**src/hw/scc_ctl_regs.vh**
```
// Constants for the successive-approximation conversion control block
`ifndef SCC_CTL_REGS_VH
`define SCC_CTL_REGS_VH

`define SCC_RES_BITS 16
`define SCC_IDX_BITS 4
`define SCC_MSB_IDX 4'hf
`define SCC_MSB_MASK 16'h8000
`define SCC_CODE_MAX 16'hffff
`define SCC_CODE_MIN 16'h0000
`define SCC_CODE_ZERO 16'h0000

`define SCC_CLK_PERIOD_NS 5
`define SCC_TRIAL_NS_WARP 50
`define SCC_TRIAL_NS_NORMAL 60
`define SCC_TRIAL_NS_IMPULSE 80
`define SCC_TRIAL_MIN_CYC 4
`define SCC_ACQ_NS 250
`define SCC_STALE_MS 1
`define SCC_NS_PER_MS 1000000

`define SCC_MODE_NORMAL 2'h0
`define SCC_MODE_WARP 2'h1
`define SCC_MODE_IMPULSE 2'h2

`define SCC_ST_ACQ 2'h0
`define SCC_ST_TRIAL 2'h1
`define SCC_ST_FORM 2'h2

`define SCC_ADDR_CTRL 4'h0
`define SCC_ADDR_STATUS 4'h4
`define SCC_ADDR_RESULT 4'h8
`define SCC_CTRL_RESET 8'h00
`define SCC_STAT_BUSY 0
`define SCC_STAT_MODE_LO 1
`define SCC_STAT_MODE_HI 2
`define SCC_STAT_STALE 3
`define SCC_STAT_VALID 4

`endif

```
**src/hw/scc_sar_step.v**
```verilog
// One successive-approximation decision on the trial code
`timescale 1ns/1ps
`default_nettype none
`include "scc_ctl_regs.vh"

module scc_sar_step (
    input wire [15:0] code,
    input wire [3:0] bit_idx,
    input wire keep_bit,
    output wire [15:0] code_next
);
    wire [15:0] cur_mask;
    wire [15:0] low_mask;
    wire [15:0] decided;

    assign cur_mask = `SCC_MSB_MASK >> (`SCC_MSB_IDX - bit_idx);
    assign low_mask = cur_mask >> 1;
    // Drop the trial weight when the comparator says it overshot
    assign decided = keep_bit ? code : (code & ~cur_mask);
    assign code_next = decided | low_mask;
endmodule // scc_sar_step

`default_nettype wire

```
**src/hw/scc_conversion_control.v**
```verilog
// Conversion sequencer, coding and register port of the sampling converter
// Behaviour
// - A falling edge on convert_strobe_n ends acquisition, holds the input and starts converting.
// - Sixteen trials run MSB first, each at half the weight of the one before.
// - After the last trial the code is formed and busy then drops low.
// - The result belongs to the sample of the same strobe, with no pipeline latency.
// - Fastest mode trial timing (16 trials of 50 ns, 805 ns busy) supports throughput up to about 950 kSPS with 250 ns acquisition.
// - Both mode inputs low select the intermediate mode with no interval limit.
// - Low-power mode reduces power between conversions.
// - coding_select high gives straight binary, low gives two's complement.
// - Straight binary runs from 0000 through 8000 at midscale to FFFF.
// - Two's complement is straight binary with its top bit inverted.
// - Overrange input clamps to the largest code of the chosen coding.
// - Underrange input clamps to the smallest code of the chosen coding.
// - Low-power select high with fast select low selects low-power mode.
// - Reset high resets the block and aborts any conversion.
`timescale 1ns/1ps
`default_nettype none
`include "scc_ctl_regs.vh"

module scc_conversion_control #(
    parameter STALE_CYC = (`SCC_STALE_MS * `SCC_NS_PER_MS) / `SCC_CLK_PERIOD_NS,
    parameter ACQ_CYC = (`SCC_ACQ_NS + `SCC_CLK_PERIOD_NS - 1) / `SCC_CLK_PERIOD_NS
) (
    input wire ref_clk,
    input wire rst,
    input wire convert_strobe_n,
    input wire fast_select,
    input wire low_power_select,
    input wire coding_select,
    input wire cmp_above,
    input wire over_range,
    input wire under_range,
    input wire [3:0] reg_addr,
    input wire [15:0] reg_wdata,
    input wire reg_wr,
    input wire reg_rd,
    output reg [15:0] reg_rdata,
    output reg busy,
    output reg [15:0] result,
    output reg result_valid,
    output reg [15:0] dac_code,
    output reg hold,
    output reg low_power,
    output reg result_stale
);
    // Integer arithmetic first, then cut on purpose to the counter widths
    localparam integer TRIAL_WARP_I = `SCC_TRIAL_NS_WARP / `SCC_CLK_PERIOD_NS;
    localparam integer TRIAL_NORMAL_I = `SCC_TRIAL_NS_NORMAL / `SCC_CLK_PERIOD_NS;
    localparam integer TRIAL_IMPULSE_I = `SCC_TRIAL_NS_IMPULSE / `SCC_CLK_PERIOD_NS;
    localparam integer TRIAL_MIN_I = `SCC_TRIAL_MIN_CYC;
    localparam integer STALE_I = STALE_CYC;
    localparam integer ACQ_I = ACQ_CYC;
    localparam [7:0] TRIAL_WARP = TRIAL_WARP_I[7:0];
    localparam [7:0] TRIAL_NORMAL = TRIAL_NORMAL_I[7:0];
    localparam [7:0] TRIAL_IMPULSE = TRIAL_IMPULSE_I[7:0];
    localparam [7:0] TRIAL_MIN = TRIAL_MIN_I[7:0];
    localparam [31:0] STALE_LIM = STALE_I[31:0];
    localparam [15:0] ACQ_LIM = ACQ_I[15:0];

    // Mode from the two select pins; both high is not a listed case
    function [1:0] mode_of;
        input fast;
        input lp;
        begin
            if (fast && !lp) begin
                mode_of = `SCC_MODE_WARP;
            end else if (lp && !fast) begin
                mode_of = `SCC_MODE_IMPULSE;
            end else begin
                mode_of = `SCC_MODE_NORMAL;
            end
        end
    endfunction

    function [7:0] trial_cyc;
        input [1:0] mode;
        input [7:0] extra;
        reg [7:0] base;
        reg [8:0] sum;
        begin
            base = TRIAL_NORMAL;
            sum = 9'h000;
            case (mode)
                `SCC_MODE_WARP: base = TRIAL_WARP;
                `SCC_MODE_IMPULSE: base = TRIAL_IMPULSE;
                default: base = TRIAL_NORMAL;
            endcase
            sum = {1'b0, base} + {1'b0, extra};
            if (sum[8]) begin
                trial_cyc = 8'hff;
            end else if (sum[7:0] < TRIAL_MIN) begin
                trial_cyc = TRIAL_MIN;
            end else begin
                trial_cyc = sum[7:0];
            end
        end
    endfunction

    // Two flops on every converter pin before any logic; the register port pins and rst are used without them
    reg cnv_s1_q, cnv_s2_q, cnv_s3_q;
    reg fast_s1_q, fast_s2_q;
    reg lp_s1_q, lp_s2_q;
    reg cod_s1_q, cod_s2_q;
    reg cmp_s1_q, cmp_s2_q;
    reg ovr_s1_q, ovr_s2_q;
    reg und_s1_q, und_s2_q;

    always @(posedge ref_clk or posedge rst) begin
        if (rst) begin
            cnv_s1_q <= 1'b1;
            cnv_s2_q <= 1'b1;
            cnv_s3_q <= 1'b1;
            fast_s1_q <= 1'b0;
            fast_s2_q <= 1'b0;
            lp_s1_q <= 1'b0;
            lp_s2_q <= 1'b0;
            cod_s1_q <= 1'b1;
            cod_s2_q <= 1'b1;
            cmp_s1_q <= 1'b0;
            cmp_s2_q <= 1'b0;
            ovr_s1_q <= 1'b0;
            ovr_s2_q <= 1'b0;
            und_s1_q <= 1'b0;
            und_s2_q <= 1'b0;
        end else begin
            cnv_s1_q <= convert_strobe_n;
            cnv_s2_q <= cnv_s1_q;
            cnv_s3_q <= cnv_s2_q;
            fast_s1_q <= fast_select;
            fast_s2_q <= fast_s1_q;
            lp_s1_q <= low_power_select;
            lp_s2_q <= lp_s1_q;
            cod_s1_q <= coding_select;
            cod_s2_q <= cod_s1_q;
            cmp_s1_q <= cmp_above;
            cmp_s2_q <= cmp_s1_q;
            ovr_s1_q <= over_range;
            ovr_s2_q <= ovr_s1_q;
            und_s1_q <= under_range;
            und_s2_q <= und_s1_q;
        end
    end

    reg [1:0] state_q;
    reg [1:0] mode_q;
    reg [3:0] idx_q;
    reg [7:0] cnt_q;
    reg [7:0] extra_q;
    reg [15:0] acq_q;
    reg [31:0] idle_q;
    reg ovr_q, und_q;

    wire [1:0] pin_mode;
    wire strobe_fall;
    wire auto_start;
    wire start;
    wire [15:0] step_code;

    assign pin_mode = mode_of(fast_s2_q, lp_s2_q);
    assign strobe_fall = cnv_s3_q && !cnv_s2_q;
    // Held-low strobe restarts by itself only in low-power mode
    assign auto_start = (pin_mode == `SCC_MODE_IMPULSE) && !cnv_s2_q && (acq_q >= ACQ_LIM);
    assign start = (state_q == `SCC_ST_ACQ) && (strobe_fall || auto_start);

    scc_sar_step u_step (
        .code(dac_code),
        .bit_idx(idx_q),
        .keep_bit(cmp_s2_q),
        .code_next(step_code)
    );

    // Code shaping: clamp first, then pick the coding
    function [15:0] form_code;
        input [15:0] raw;
        input ovr;
        input und;
        input binary;
        reg [15:0] sb;
        begin
            sb = raw;
            if (ovr) begin
                sb = `SCC_CODE_MAX;
            end else if (und) begin
                sb = `SCC_CODE_MIN;
            end
            if (binary) begin
                form_code = sb;
            end else begin
                form_code = sb ^ `SCC_MSB_MASK;
            end
        end
    endfunction

    always @(posedge ref_clk or posedge rst) begin
        if (rst) begin
            // Abort: everything back to acquisition, result cleared
            state_q <= `SCC_ST_ACQ;
            mode_q <= `SCC_MODE_NORMAL;
            idx_q <= `SCC_MSB_IDX;
            cnt_q <= 8'h00;
            acq_q <= 16'h0000;
            ovr_q <= 1'b0;
            und_q <= 1'b0;
            busy <= 1'b0;
            hold <= 1'b0;
            dac_code <= `SCC_CODE_ZERO;
            result <= `SCC_CODE_ZERO;
            result_valid <= 1'b0;
        end else begin
            result_valid <= 1'b0;
            case (state_q)
                `SCC_ST_ACQ: begin
                    if (start) begin
                        state_q <= `SCC_ST_TRIAL;
                        mode_q <= pin_mode;
                        hold <= 1'b1;
                        busy <= 1'b1;
                        dac_code <= `SCC_MSB_MASK;
                        idx_q <= `SCC_MSB_IDX;
                        cnt_q <= trial_cyc(pin_mode, extra_q) - 8'h01;
                        ovr_q <= 1'b0;
                        und_q <= 1'b0;
                        acq_q <= 16'h0000;
                    end else if (acq_q < ACQ_LIM) begin
                        acq_q <= acq_q + 16'h0001;
                    end
                end
                `SCC_ST_TRIAL: begin
                    // Range flags are caught in every trial cycle; the form cycle does not sample them
                    ovr_q <= ovr_q | ovr_s2_q;
                    und_q <= und_q | und_s2_q;
                    if (cnt_q != 8'h00) begin
                        cnt_q <= cnt_q - 8'h01;
                    end else begin
                        dac_code <= step_code;
                        cnt_q <= trial_cyc(mode_q, extra_q) - 8'h01;
                        if (idx_q == 4'h0) begin
                            state_q <= `SCC_ST_FORM;
                        end else begin
                            idx_q <= idx_q - 4'h1;
                        end
                    end
                end
                `SCC_ST_FORM: begin
                    // Code and busy release land on one edge: no latency
                    result <= form_code(dac_code, ovr_q, und_q, cod_s2_q);
                    result_valid <= 1'b1;
                    busy <= 1'b0;
                    hold <= 1'b0;
                    state_q <= `SCC_ST_ACQ;
                end
                default: begin
                    state_q <= `SCC_ST_ACQ;
                    busy <= 1'b0;
                    hold <= 1'b0;
                end
            endcase
        end
    end

    // Low-power gating between conversions, and idle tracking for the warning
    always @(posedge ref_clk or posedge rst) begin
        if (rst) begin
            low_power <= 1'b0;
            idle_q <= 32'h00000000;
            result_stale <= 1'b1;
        end else begin
            low_power <= (pin_mode == `SCC_MODE_IMPULSE) && (state_q == `SCC_ST_ACQ) && !start;
            if (state_q != `SCC_ST_ACQ) begin
                idle_q <= 32'h00000000;
            end else if (idle_q < STALE_LIM) begin
                idle_q <= idle_q + 32'h00000001;
            end
            // Flag only; dropping the result is up to the host
            if (start) begin
                result_stale <= (pin_mode == `SCC_MODE_WARP) && (idle_q >= STALE_LIM);
            end
        end
    end

    // Register port: one-cycle write, read data in the following cycle
    always @(posedge ref_clk or posedge rst) begin
        if (rst) begin
            extra_q <= `SCC_CTRL_RESET;
            reg_rdata <= 16'h0000;
        end else begin
            if (reg_wr && reg_addr == `SCC_ADDR_CTRL) begin
                extra_q <= reg_wdata[7:0];
            end
            if (reg_rd) begin
                case (reg_addr)
                    `SCC_ADDR_CTRL: reg_rdata <= {8'h00, extra_q};
                    `SCC_ADDR_STATUS: begin
                        reg_rdata <= 16'h0000;
                        reg_rdata[`SCC_STAT_BUSY] <= busy;
                        reg_rdata[`SCC_STAT_MODE_HI:`SCC_STAT_MODE_LO] <= pin_mode;
                        reg_rdata[`SCC_STAT_STALE] <= result_stale;
                        reg_rdata[`SCC_STAT_VALID] <= result_valid;
                    end
                    `SCC_ADDR_RESULT: reg_rdata <= result;
                    default: reg_rdata <= 16'h0000;
                endcase
            end else begin
                reg_rdata <= 16'h0000;
            end
        end
    end
endmodule // scc_conversion_control

`default_nettype wire

```
**config.mk**
```make
export PLATFORM = sky130hd
export DESIGN_NAME = scc_conversion_control
export DESIGN_NICKNAME = d
export VERILOG_FILES = /design/src/hw/scc_sar_step.v /design/src/hw/scc_conversion_control.v
export VERILOG_INCLUDE_DIRS = /design/src /design/src/hw
export SDC_FILE = /design/constraint.sdc
export NUM_CORES = 1
export LEC_CHECK = 0
export ABC_AREA = 1
export BUFFER_PORTS_ARGS = -buffer_cell sky130_fd_sc_hd__buf_2
export CORE_MARGIN = 3
export CORE_UTILIZATION = 45
export CTS_BUF_LIST = sky130_fd_sc_hd__clkbuf_2
export CTS_CLUSTER_SIZE = 24
export DETAILED_ROUTE_END_ITERATION = 8
export PLACE_DENSITY = 0.71
export REMOVE_ABC_BUFFERS = 1
export SLEW_MARGIN = 25
export SYNTH_ARGS = -nofsm -noshare
export SYNTH_HDL_FRONTEND = slang
export SYNTH_HIERARCHICAL = 1
export SYNTH_SLANG_ARGS = --single-unit
```
**constraint.sdc**
```tcl
create_clock -name ref_clk -period 6 [get_ports ref_clk]
set_clock_uncertainty 0.05 [all_clocks]
set_input_delay 0.6 -clock ref_clk [delete_from_list [all_inputs] [get_ports ref_clk]]
set_output_delay 0.6 -clock ref_clk [all_outputs]
set_load 0.1 [all_outputs]
```
==> After elaboration in Yosys (flattened, before gate mapping) <==
Index checks and enable logic that the tools add are counted.
{ "word_totals": {"ff_bits": 141, "out_inout_bits": 53, "elab_cells": 143} }
{ "op_classes": {"n_addsub": 9, "n_lt_le_gt_ge": 6, "n_eq_ne": 12, "shifts": 1, "muxes": 47, "bitwise_logic": 7, "n_reduce_logical": 30} }
{ "ops": {"columns": ["operator", "count"], "rows": [
  ["2-to-1 mux 16 bit", 10],
  ["2-to-1 mux 8 bit", 14],
  ["2-to-1 mux 32 bit", 2],
  ["one-hot mux 16 bit (3 select lines)", 1],
  ["adder 32 x 1 -> 32 bit, second input constant", 1],
  [">= comparator 32 x 18 -> 1 bit, second input constant", 1],
  ["less-than comparator 32 x 18 -> 1 bit, second input constant", 1],
  ["one-hot mux 16 bit (2 select lines)", 1],
  ["subtractor 8 x 1 -> 8 bit, second input constant", 3],
  ["one-hot mux 5 bit (2 select lines)", 2],
  ["adder 8 x 8 -> 9 bit", 2],
  ["adder 16 x 1 -> 16 bit, second input constant", 1],
  ["AND 16 bit", 1],
  [">= comparator 16 x 6 -> 1 bit, second input constant", 1],
  ["less-than comparator 16 x 6 -> 1 bit, second input constant", 1],
  ["less-than comparator 8 x 3 -> 1 bit, second input constant", 2],
  ["NOT 16 bit", 1],
  ["OR 16 x 15 -> 16 bit", 1],
  ["one-hot mux 8 bit (2 select lines)", 1],
  ["right shift 16 x 4 -> 16 bit, first input constant", 1],
  ["2-to-1 mux 4 bit", 3],
  ["logical AND 1 bit", 10],
  ["2-to-1 mux 2 bit", 5],
  ["zero test 4 bit", 2],
  ["other kinds (21)", 44]
]} }

==> Longest topological paths before layout <==
Gate-level depths: netlist of run 1.
{ "logic_depth": {"depth_word": 20, "ltp_mapped": 24, "ltp_nobuf": 24} }

==> Modules after synthesis <==
Netlist of run 1, hierarchy kept.
{ "by_module_without_submodules": {"columns": ["mod", "instances", "cells_per_inst", "area_per_inst_um2", "seq_area_each_um2"], "rows": [
  ["scc_conversion_control", 1, 789, 6781.5, 3540.9],
  ["scc_sar_step", 1, 80, 389.1, 0.0]
]} }

==> Least setup slack after synthesis of run 1 <==
Ideal clock, no wire load.
{ "synth_path": {"path_type": "reg-to-reg", "from": "register lp_s2_q", "to": "register cnt_q[6]", "arrival_ns": 2.496, "required_ns": 5.833, "path_slack_ns": 3.337, "stages_incl_launch_ff": 19, "path_buffers": 0, "cell_sequence": "dfrtp_1 -> inv_1 -> ha_1 -> ha_1 -> inv_1 -> fa_1 -> a21boi_0 -> nand3_1 -> nor2_1 -> nand3_2 -> nand2_1 -> nand2_1 -> nand2_2 -> ha_1 -> nand2_1 -> nor2_1 -> nand3b_1 -> nand3_1 -> nand2_1"} }
{ "synth_between": {"elab_chain_cells": 16} }
{ "synth_lines": {"columns": ["item", "line_no", "source"], "rows": [
  ["start, declared", "scc_conversion_control.v:103", "reg lp_s1_q, lp_s2_q;"],
  ["start signal, assigned", "scc_conversion_control.v:133", "lp_s2_q <= lp_s1_q;"],
  ["logical AND 1 bit / zero test 1 bit (equally long branches)", "scc_conversion_control.v:68, scc_conversion_control.v:66", null],
  ["2-to-1 mux 2 bit / logical AND 1 bit (equally long branches)", "scc_conversion_control.v:68, scc_conversion_control.v:66", null],
  ["2-to-1 mux 2 bit (*)", "scc_conversion_control.v:66", "if (fast && !lp) begin"],
  ["equality test 2 bit / equality test 2 x 1 -> 1 bit (equally long branches)", "scc_conversion_control.v:84", "case (mode)"],
  ["one-hot mux 5 bit (2 select lines)", "scc_conversion_control.v:84", null],
  ["2-to-1 mux 8 bit", "scc_conversion_control.v:214", "if (start) begin"],
  ["2-to-1 mux 8 bit", "scc_conversion_control.v:212", "case (state_q)"],
  ["adder 8 x 8 -> 9 bit", "scc_conversion_control.v:89", "sum = {1'b0, base} + {1'b0, extra};"],
  ["less-than comparator 8 x 3 -> 1 bit", "scc_conversion_control.v:92", "end else if (sum[7:0] < TRIAL_MIN) begin"],
  ["2-to-1 mux 8 bit", "scc_conversion_control.v:92", null],
  ["2-to-1 mux 8 bit", "scc_conversion_control.v:90", "if (sum[8]) begin"],
  ["2-to-1 mux 8 bit", "scc_conversion_control.v:214", null],
  ["2-to-1 mux 8 bit", "scc_conversion_control.v:212", null],
  ["subtractor 8 x 1 -> 8 bit", "scc_conversion_control.v:221", "cnt_q <= trial_cyc(pin_mode, extra_q) - 8'h01;"],
  ["2-to-1 mux 8 bit", "scc_conversion_control.v:214", null],
  ["one-hot mux 8 bit (2 select lines)", "scc_conversion_control.v:212", null],
  ["end signal, assigned", "scc_conversion_control.v:221", null],
  ["end signal, assigned", "scc_conversion_control.v:234", "cnt_q <= cnt_q - 8'h01;"],
  ["end signal, assigned", "scc_conversion_control.v:237", "cnt_q <= trial_cyc(mode_q, extra_q) - 8'h01;"],
  ["end, declared", "scc_conversion_control.v:148", "reg [7:0] cnt_q;"]
]} }
Mark *: on every way between the ends. The rest lies on a longest branch, timed or not. The select of a mux whose other input is x is not followed.
A chain may end at the register's enable or synchronous reset.

==> Final worst setup path of run 1 <==
Same ends and word-level chain as after synthesis.

==> reports/metrics.csv, run 1 <==
metric,value,unit
synth_top_family_by_area,simple AND/OR/NAND/NOR gates,
syn-cell-area,0.00717,mm^2
yosys.cell_types.count,50,
post_cts.repair.setup_buffers,0,
post_synth_fa_ha_maj_area_fraction,4.05,%
number_of_detailed_route_iterations_in_the_first_pass,5,
post_synthesis_compound_gate_area_fraction,7.38,%
level_count_of_the_clock_h_tree,4,
timing.critical_path.arrival,3.63,ns
peak_supply_drop,0.284,mV
wl,15.8,mm
tritoncts,built,
number_of_hold_slack_violations_in_the_final_timing_report,0,
setup_viol,0,
timing.critical_path.from_type,flip-flop,
rsz0062_at_grt,false,
die_height,132,um
grt_antenna_before_repair,2,
holdCritStartpoint,reg_wdata[3],
cts_buffer_depth,2,
static_power_due_to_leakage,4.15,nW
stdcell_count,1177,
critPathCaptureType,flip-flop,
grt_start_max_net_pins,73,
detail_route.iter0.violations,498,
crit_type,flip-flop to flip-flop,
syn_avg_cell_area,8.25,um^2
syn_inst,869,
clock_tree.root_cell,clkbuf_2,
r2r_start,lp_s2_q$_DFF_PP0_,
grt.overflow.total,0,
drive_above_1_share,16.7,%
setup-tns-final,0,ns
fin_nets,1005,
grt_first_pass_wirelength,26.2,mm
yosys-mux-area-fraction,0.628,%
outcome,completed,
hold_class,input pin to flip-flop,
average_vias_per_placed_instance,4.98,
slew_viol_final,0,
io_pins,84,
chipWidth,132,um
finalWeightedCongestion,0.859,
ctsHoldBuffers,8,
basic_gate_share_of_the_synthesized_area_counting_and_or_nand_and_nor_cells,27.7,%
portBuffers,75,
clk_transition_reported_paths,0.19,ns
number_of_enable_type_register_cells_in_the_synthesized_netlist,0,
ys_warn_count,6,
num-fill-cells,1449,
min_period_over_period,51.4,%
synth-xor-area-share,1.34,%
timing.fmax,0.324,GHz
synthArstFlopShare,100,%
max_slew.worst_pin.slew,0.967,ns
area_growth_syn_to_layout,12.0,%
start_util,46.7,%
number_of_sinks_handled_by_clock_tree_synthesis,141,
numPlacedInstances,1133,
period_needed,3.08,ns
detailed_place_hpwl,11.4,mm
ant_nets,0,
postCtsResizedCells,0,
postSynthRegisterBits,141,
all_layer_gr_usage,18.4,%
fp.coreArea,0.0154,mm^2
synth_ff_type,dfrtp_1,
share_of_synthesized_area_occupied_by_flip_flops_and_latches,49.4,%
cts_inserted_buffers,17,
fin_worst_hold_slack,0.0766,ns
number_of_vias_after_detailed_routing,5857,
worstPathMaxFanout,6,
first_global_vias,5453,
std_cell_rows,45,
crit_path_start,lp_s2_q$_DFF_PP0_,
cellPowerDensity,310,mW/mm^2
die-area,0.0175,mm^2
routedWlPerCell,13.4,um
clk_lat_worst_skew,0.69,ns
slew_headroom,35.3,%
drc_errors,0,
maxCapViolCount,0,
worstPathRequired,6.55,ns
## critical path, cell delays in order (launching register included)
cell and delay [ns]:
dfrtp_1 0.45, inv_1 0.09, ha_1 0.15, ha_1 0.22, inv_1 0.07, fa_1 0.53
a21boi_0 0.20, nand3_1 0.09, nor2_1 0.12, nand3_2 0.10, nand2_1 0.07, nand2_1 0.06
nand2_2 0.14, ha_1 0.21, nand2_1 0.08, nor2_1 0.13, nand3b_1 0.09, nand3_1 0.09
nand2_1 0.06
## stage by stage
stage / instance area (um^2) / utilization [%] / total power [W] / worst slack (ns)
finish: 8030 / 52.2 / 0.00249 / 2.92
global route: 8030 / 52.2 / 0.00266 / 2.66
CTS: 8000 / 52.0 / 0.00250 / 2.95
detailed placement: 7680 / 50.0 / 0.00194 / 3.01
global placement: 7680 / 50.0 / 0.00193 / 3.05
floorplan: 7020 / - / 0.00177 / 1.59
## worst paths after layout
check                                         end  slack, ns  depth (start not counted)
min                        extra_q[3]$_DFFE_PP0P_       0.08                          2
min in group asynchronous  idle_q[27]$_DFFE_PP0P_       0.47                          3
max                          cnt_q[6]$_DFFE_PP0P_       2.92                         18
max in group asynchronous      ovr_s1_q$_DFF_PP0_       4.14                          4
min reg2reg                    cnv_s3_q$_DFF_PP1_       0.29                          0
max reg2reg                  cnt_q[6]$_DFFE_PP0P_       2.92                         18
## routing by layer
metal,track usage (%),up-vias,share of wire (%)
li1,-,2950,-
met1,24.5,2778,46
met2,30.6,112,49
met3,4.24,15,4.6
met4,4.73,2,1.2
met5,0,-,0.044
## cell type report
type | instances | area [um^2] | share of cell area, %
Antenna cell | 1 | 2.50 | 0.0312
Clock buffer | 22 | 110 | 1.37
Clock inverter | 10 | 123 | 1.53
Inverter | 140 | 531 | 6.61
Multi-Input combinational cell | 563 | 2950 | 36.7
Sequential cell | 141 | 3540 | 44.1
Tap cell | 211 | 264 | 3.29
Timing Repair Buffer | 89 | 508 | 6.33
## Yosys cell counts, types with 4 or more instances
| library cell | number | area (um^2) |
|---|---|---|
| nand3_1 | 71 | 355 |
| o211ai_1 | 6 | 45.0 |
| nor3_1 | 5 | 25.0 |
| o21ai_0 | 20 | 100 |
| buf_6 | 4 | 45.0 |
| a21oi_1 | 21 | 105 |
| mux2_2 | 4 | 45.0 |
| clkbuf_1 | 9 | 33.8 |
| nor4_1 | 7 | 43.8 |
| dfstp_2 | 10 | 263 |
| nor2_1 | 86 | 323 |
| ha_1 | 20 | 250 |
| inv_1 | 132 | 495 |
| nand4_1 | 27 | 169 |
| inv_2 | 7 | 26.3 |
| nand2_1 | 212 | 796 |
| nand3_2 | 6 | 60.1 |
| xor2_1 | 8 | 70.1 |
| buf_2 | 7 | 35.0 |
| nand2_2 | 10 | 62.6 |
| dfrtp_1 | 131 | 3280 |
| o21ai_1 | 6 | 30.0 |
| a22oi_1 | 14 | 105 |
## cells by family after synthesis
group / Yosys count
AO/OA/AOI/OAI: 85
XOR/XNOR: 11
adder cells (fa/ha/maj): 22
buffers and inverters: 165
flip-flops: 141
multiplexers: 4
AND/OR/NAND/NOR: 441
## registers in the layout, indices dropped and copies added, names as in the netlist, 2 cells and up
register,count
idle_q,32
acq_q,16
dac_code,16
reg_rdata,16
result,16
cnt_q,8
extra_q,8
idx_q,4
mode_q,2
state_q,2
## placed cells by master (no fill, tap or decap), types with 4 or more instances in the layout
master,instances
a21oi_1,21
inv_1,131
ha_1,20
clkinv_1,5
dfstp_2,10
nand3_1,71
nor3_1,5
a22oi_1,14
o21ai_0,20
nand2_1,212
nand4_1,27
nand2_2,10
o211ai_1,6
dfrtp_1,131
mux2_2,4
dlygate4sd3_1,11
o21ai_1,6
inv_2,7
nor4_1,7
xor2_1,8
clkbuf_2,22
nand3_2,6
nor2_1,86
buf_2,75
## report_power, final
group          internal [W]  total (W)  switching [W]
Sequential          0.00105    0.00117       0.000124
Combinational      0.000222   0.000761       0.000539
Clock              0.000234   0.000556       0.000322
(Power assumes the default switching activity.)
==> inputs of run 2 (changes only) <==
--- a/config.mk
+++ b/config.mk
@@ -13,7 +13,7 @@
 export CTS_BUF_LIST = sky130_fd_sc_hd__clkbuf_2
 export CTS_CLUSTER_SIZE = 24
 export DETAILED_ROUTE_END_ITERATION = 8
-export PLACE_DENSITY = 0.71
+export PLACE_DENSITY = 0.74
 export REMOVE_ABC_BUFFERS = 1
 export SLEW_MARGIN = 25
 export SYNTH_ARGS = -nofsm -noshare
==> constraint.sdc (replaced) <==
create_clock -name ref_clk -period 2.5 [get_ports ref_clk]
set_clock_uncertainty 0.05 [all_clocks]
set_input_delay 0.25 -clock ref_clk [delete_from_list [all_inputs] [get_ports ref_clk]]
set_output_delay 0.25 -clock ref_clk [all_outputs]
set_load 0.1 [all_outputs]
==> reports/metrics.csv, run 2 (synthesis gave the netlist of run 1 again) <==
metric,value,unit,change
outcome,finished with violations,,was completed
failed_checks,setup timing,,
final.setup.worst_slack,-0.311,ns,was 2.92 ns
die-area,0.0175,mm^2,unchanged
chipWidth,132,um,unchanged
finalWeightedCongestion,0.915,,was 0.859
post-layout-total-power,0.00637,W,was 0.00249 W
number_of_detailed_route_iterations_in_the_first_pass,5,,unchanged
timing.fmax,0.356,GHz,was 0.324 GHz
cts_buffer_depth,2,,unchanged
fin_worst_hold_slack,0.0706,ns,was 0.0766 ns
tritoncts,built,,unchanged
hold_class,input pin to async pin,,was input pin to flip-flop
max_slew.worst_pin.slew,0.620,ns,was 0.967 ns
peak_supply_drop,0.520,mV,was 0.284 mV
grt_first_pass_wirelength,28.3,mm,was 26.2 mm
rr_worst_depth,19,,was 18
drive_above_1_share,24.2,%,was 16.7%
number_of_hold_slack_violations_in_the_final_timing_report,0,,unchanged
stdcell_count,1239,,was 1177
clk_lat_worst_skew,0.71,ns,was 0.69 ns
worstPathRequired,3.07,ns,was 6.55 ns
grt.overflow.total,0,,unchanged
clk_transition_reported_paths,0.21,ns,was 0.19 ns
fin_nets,1068,,was 1005
grt_antenna_before_repair,0,,was 2
die_height,132,um,unchanged
cellPowerDensity,730,mW/mm^2,was 310 mW/mm^2
all_layer_gr_usage,19.8,%,was 18.4%
area_of_the_multi_input_gates,0.00312,mm^2,was 0.00295 mm^2
slew_viol_final,0,,unchanged
min_period_over_period,112,%,was 51.4%
maxCapViolCount,0,,unchanged
level_count_of_the_clock_h_tree,4,,unchanged
worstPathMaxFanout,5,,was 6
area_growth_syn_to_layout,21.6,%,was 12.0%
r2r_slack,-0.31,ns,was 2.92 ns
ant_nets,0,,unchanged
setup-tns-final,-1.76,ns,was 0 ns
antenna_diode_count,0,,was 1
detailed_place_hpwl,11.9,mm,was 11.4 mm
wl,17.0,mm,was 15.8 mm
first_global_vias,5767,,was 5453
period_needed,2.81,ns,was 3.08 ns
static_power_due_to_leakage,4.44,nW,was 4.15 nW
crit_type,flip-flop to flip-flop,,unchanged
setup_viol,8,,was 0
io_pins,84,,unchanged
portBuffers,75,,unchanged
finalCoreUtilization,56.7,%,was 52.2%
cts_inserted_buffers,17,,unchanged
num-fill-cells,1380,,was 1449
largest_register,idle_q,,unchanged
rsz0062_at_grt,true,,was false
timing.critical_path.arrival,3.38,ns,was 3.63 ns
r2r_start,lp_s2_q$_DFF_PP0_,,unchanged
number_of_sinks_handled_by_clock_tree_synthesis,141,,unchanged
number_of_vias_after_detailed_routing,6117,,was 5857
std_cell_rows,45,,unchanged
fp.coreArea,0.0154,mm^2,unchanged
average_vias_per_placed_instance,4.94,,was 4.98
mostFrequentLayoutCell,nand2_1,,unchanged
detail_route.iter0.violations,448,,was 498
clock_tree.root_cell,clkbuf_2,,unchanged
layout.cells.most_common_list,"nand2_1, dfrtp_1, inv_1, nor2_1, buf_2",,"was nand2_1, inv_1, dfrtp_1, nor2_1, buf_2"
seq_area,0.00354,mm^2,about the same
largest_reg_flops,32,,unchanged
grt_start_max_net_pins,65,,was 73
slew_headroom,58.7,%,was 35.3%
regToRegEndpoint,cnt_q[5]$_DFFE_PP0P_,,was cnt_q[6]$_DFFE_PP0P_
numPlacedInstances,1165,,was 1133
routedWlPerCell,13.7,um,was 13.4 um
drc_errors,0,,unchanged
critPathCaptureType,flip-flop,,unchanged
timing.critical_path.from_type,flip-flop,,unchanged
start_util,46.7,%,unchanged
## run 2: power by group
part / internal [W] / total, W / switching, W / leakage (nW)
sequential: 0.00252 / 0.00283 / 0.000312 / 1.84
clock: 0.000450 / 0.00128 / 0.000828 / 0.126
combinational: 0.000824 / 0.00226 / 0.00143 / 2.47
## run 2: metal layers
| metal | track usage, % | vias up | wire, um |
|---|---|---|---|
| li1 | - | 3070 | - |
| met1 | 26.0 | 2878 | 7650 |
| met2 | 32.9 | 141 | 8400 |
| met3 | 4.50 | 28 | 611 |
| met4 | 6.47 | 0 | 351 |
| met5 | 0 | - | 0 |
## run 2: worst max path at each step
stage                                startpoint              endpoint  cells past startpoint
after floorplan                             rst  acq_q[0]$_DFFE_PP0P_                      1
after global placement        lp_s2_q$_DFF_PP0_  cnt_q[6]$_DFFE_PP0P_                     18
after detailed placement    fast_s2_q$_DFF_PP0_  cnt_q[6]$_DFFE_PP0P_                     17
after CTS                 mode_q[1]$_DFFE_PP0P_  cnt_q[6]$_DFFE_PP0P_                     22
after global routing      mode_q[1]$_DFFE_PP0P_  cnt_q[4]$_DFFE_PP0P_                     20
final                         lp_s2_q$_DFF_PP0_  cnt_q[5]$_DFFE_PP0P_                     19
## run 2: layout make-up
| type | count | share of cell area (%) |
|---|---|---|
| Sequential cell | 141 | 40.6 |
| Multi-Input combinational cell | 563 | 35.7 |
| Timing Repair Buffer | 152 | 12.0 |
| Inverter | 140 | 6.08 |
| Tap cell | 211 | 3.03 |
| Clock inverter | 13 | 1.42 |
| Clock buffer | 19 | 1.09 |
## run 2: timing repair
| action | 4_1_cts | 5_1_grt |
|---|---|---|
| setup endpoints to repair | 7 | 11 |
| endpoints found under the hold margin | 142 | 0 |
| resized for setup | 32 | 23 |
| pin swaps | 18 | 19 |
| buffers inserted | 19 | 4 |
| hold buffers | 24 | 0 |
## run 2: critical path, cell delays in order, from the launching register on
cell and delay [ns]:
dfrtp_1 0.46, buf_6 0.14, ha_4 0.26, inv_2 0.04, fa_2 0.54, a21boi_2 0.16, nand3_1 0.07, nor2_1 0.12
nand3_2 0.11, nand2_1 0.07, nand2_1 0.07, nand3_2 0.11, buf_6 0.11, nand2_1 0.06, inv_2 0.11, nand3_2 0.06
nand2_1 0.06, nand2_1 0.04, nand2_1 0.05, nand2_1 0.05
## run 2: metrics by stage
| step | setup slack, ns | area (um^2) |
|---|---|---|
| 5_1_grt | -0.488 | 8720 |
| 2_1_floorplan | -1.56 | 7020 |
| 6_report | -0.311 | 8720 |
| 3_5_place_dp | -0.322 | 7940 |
| 3_3_place_gp | -0.251 | 7940 |
| 4_1_cts | -0.262 | 8650 |
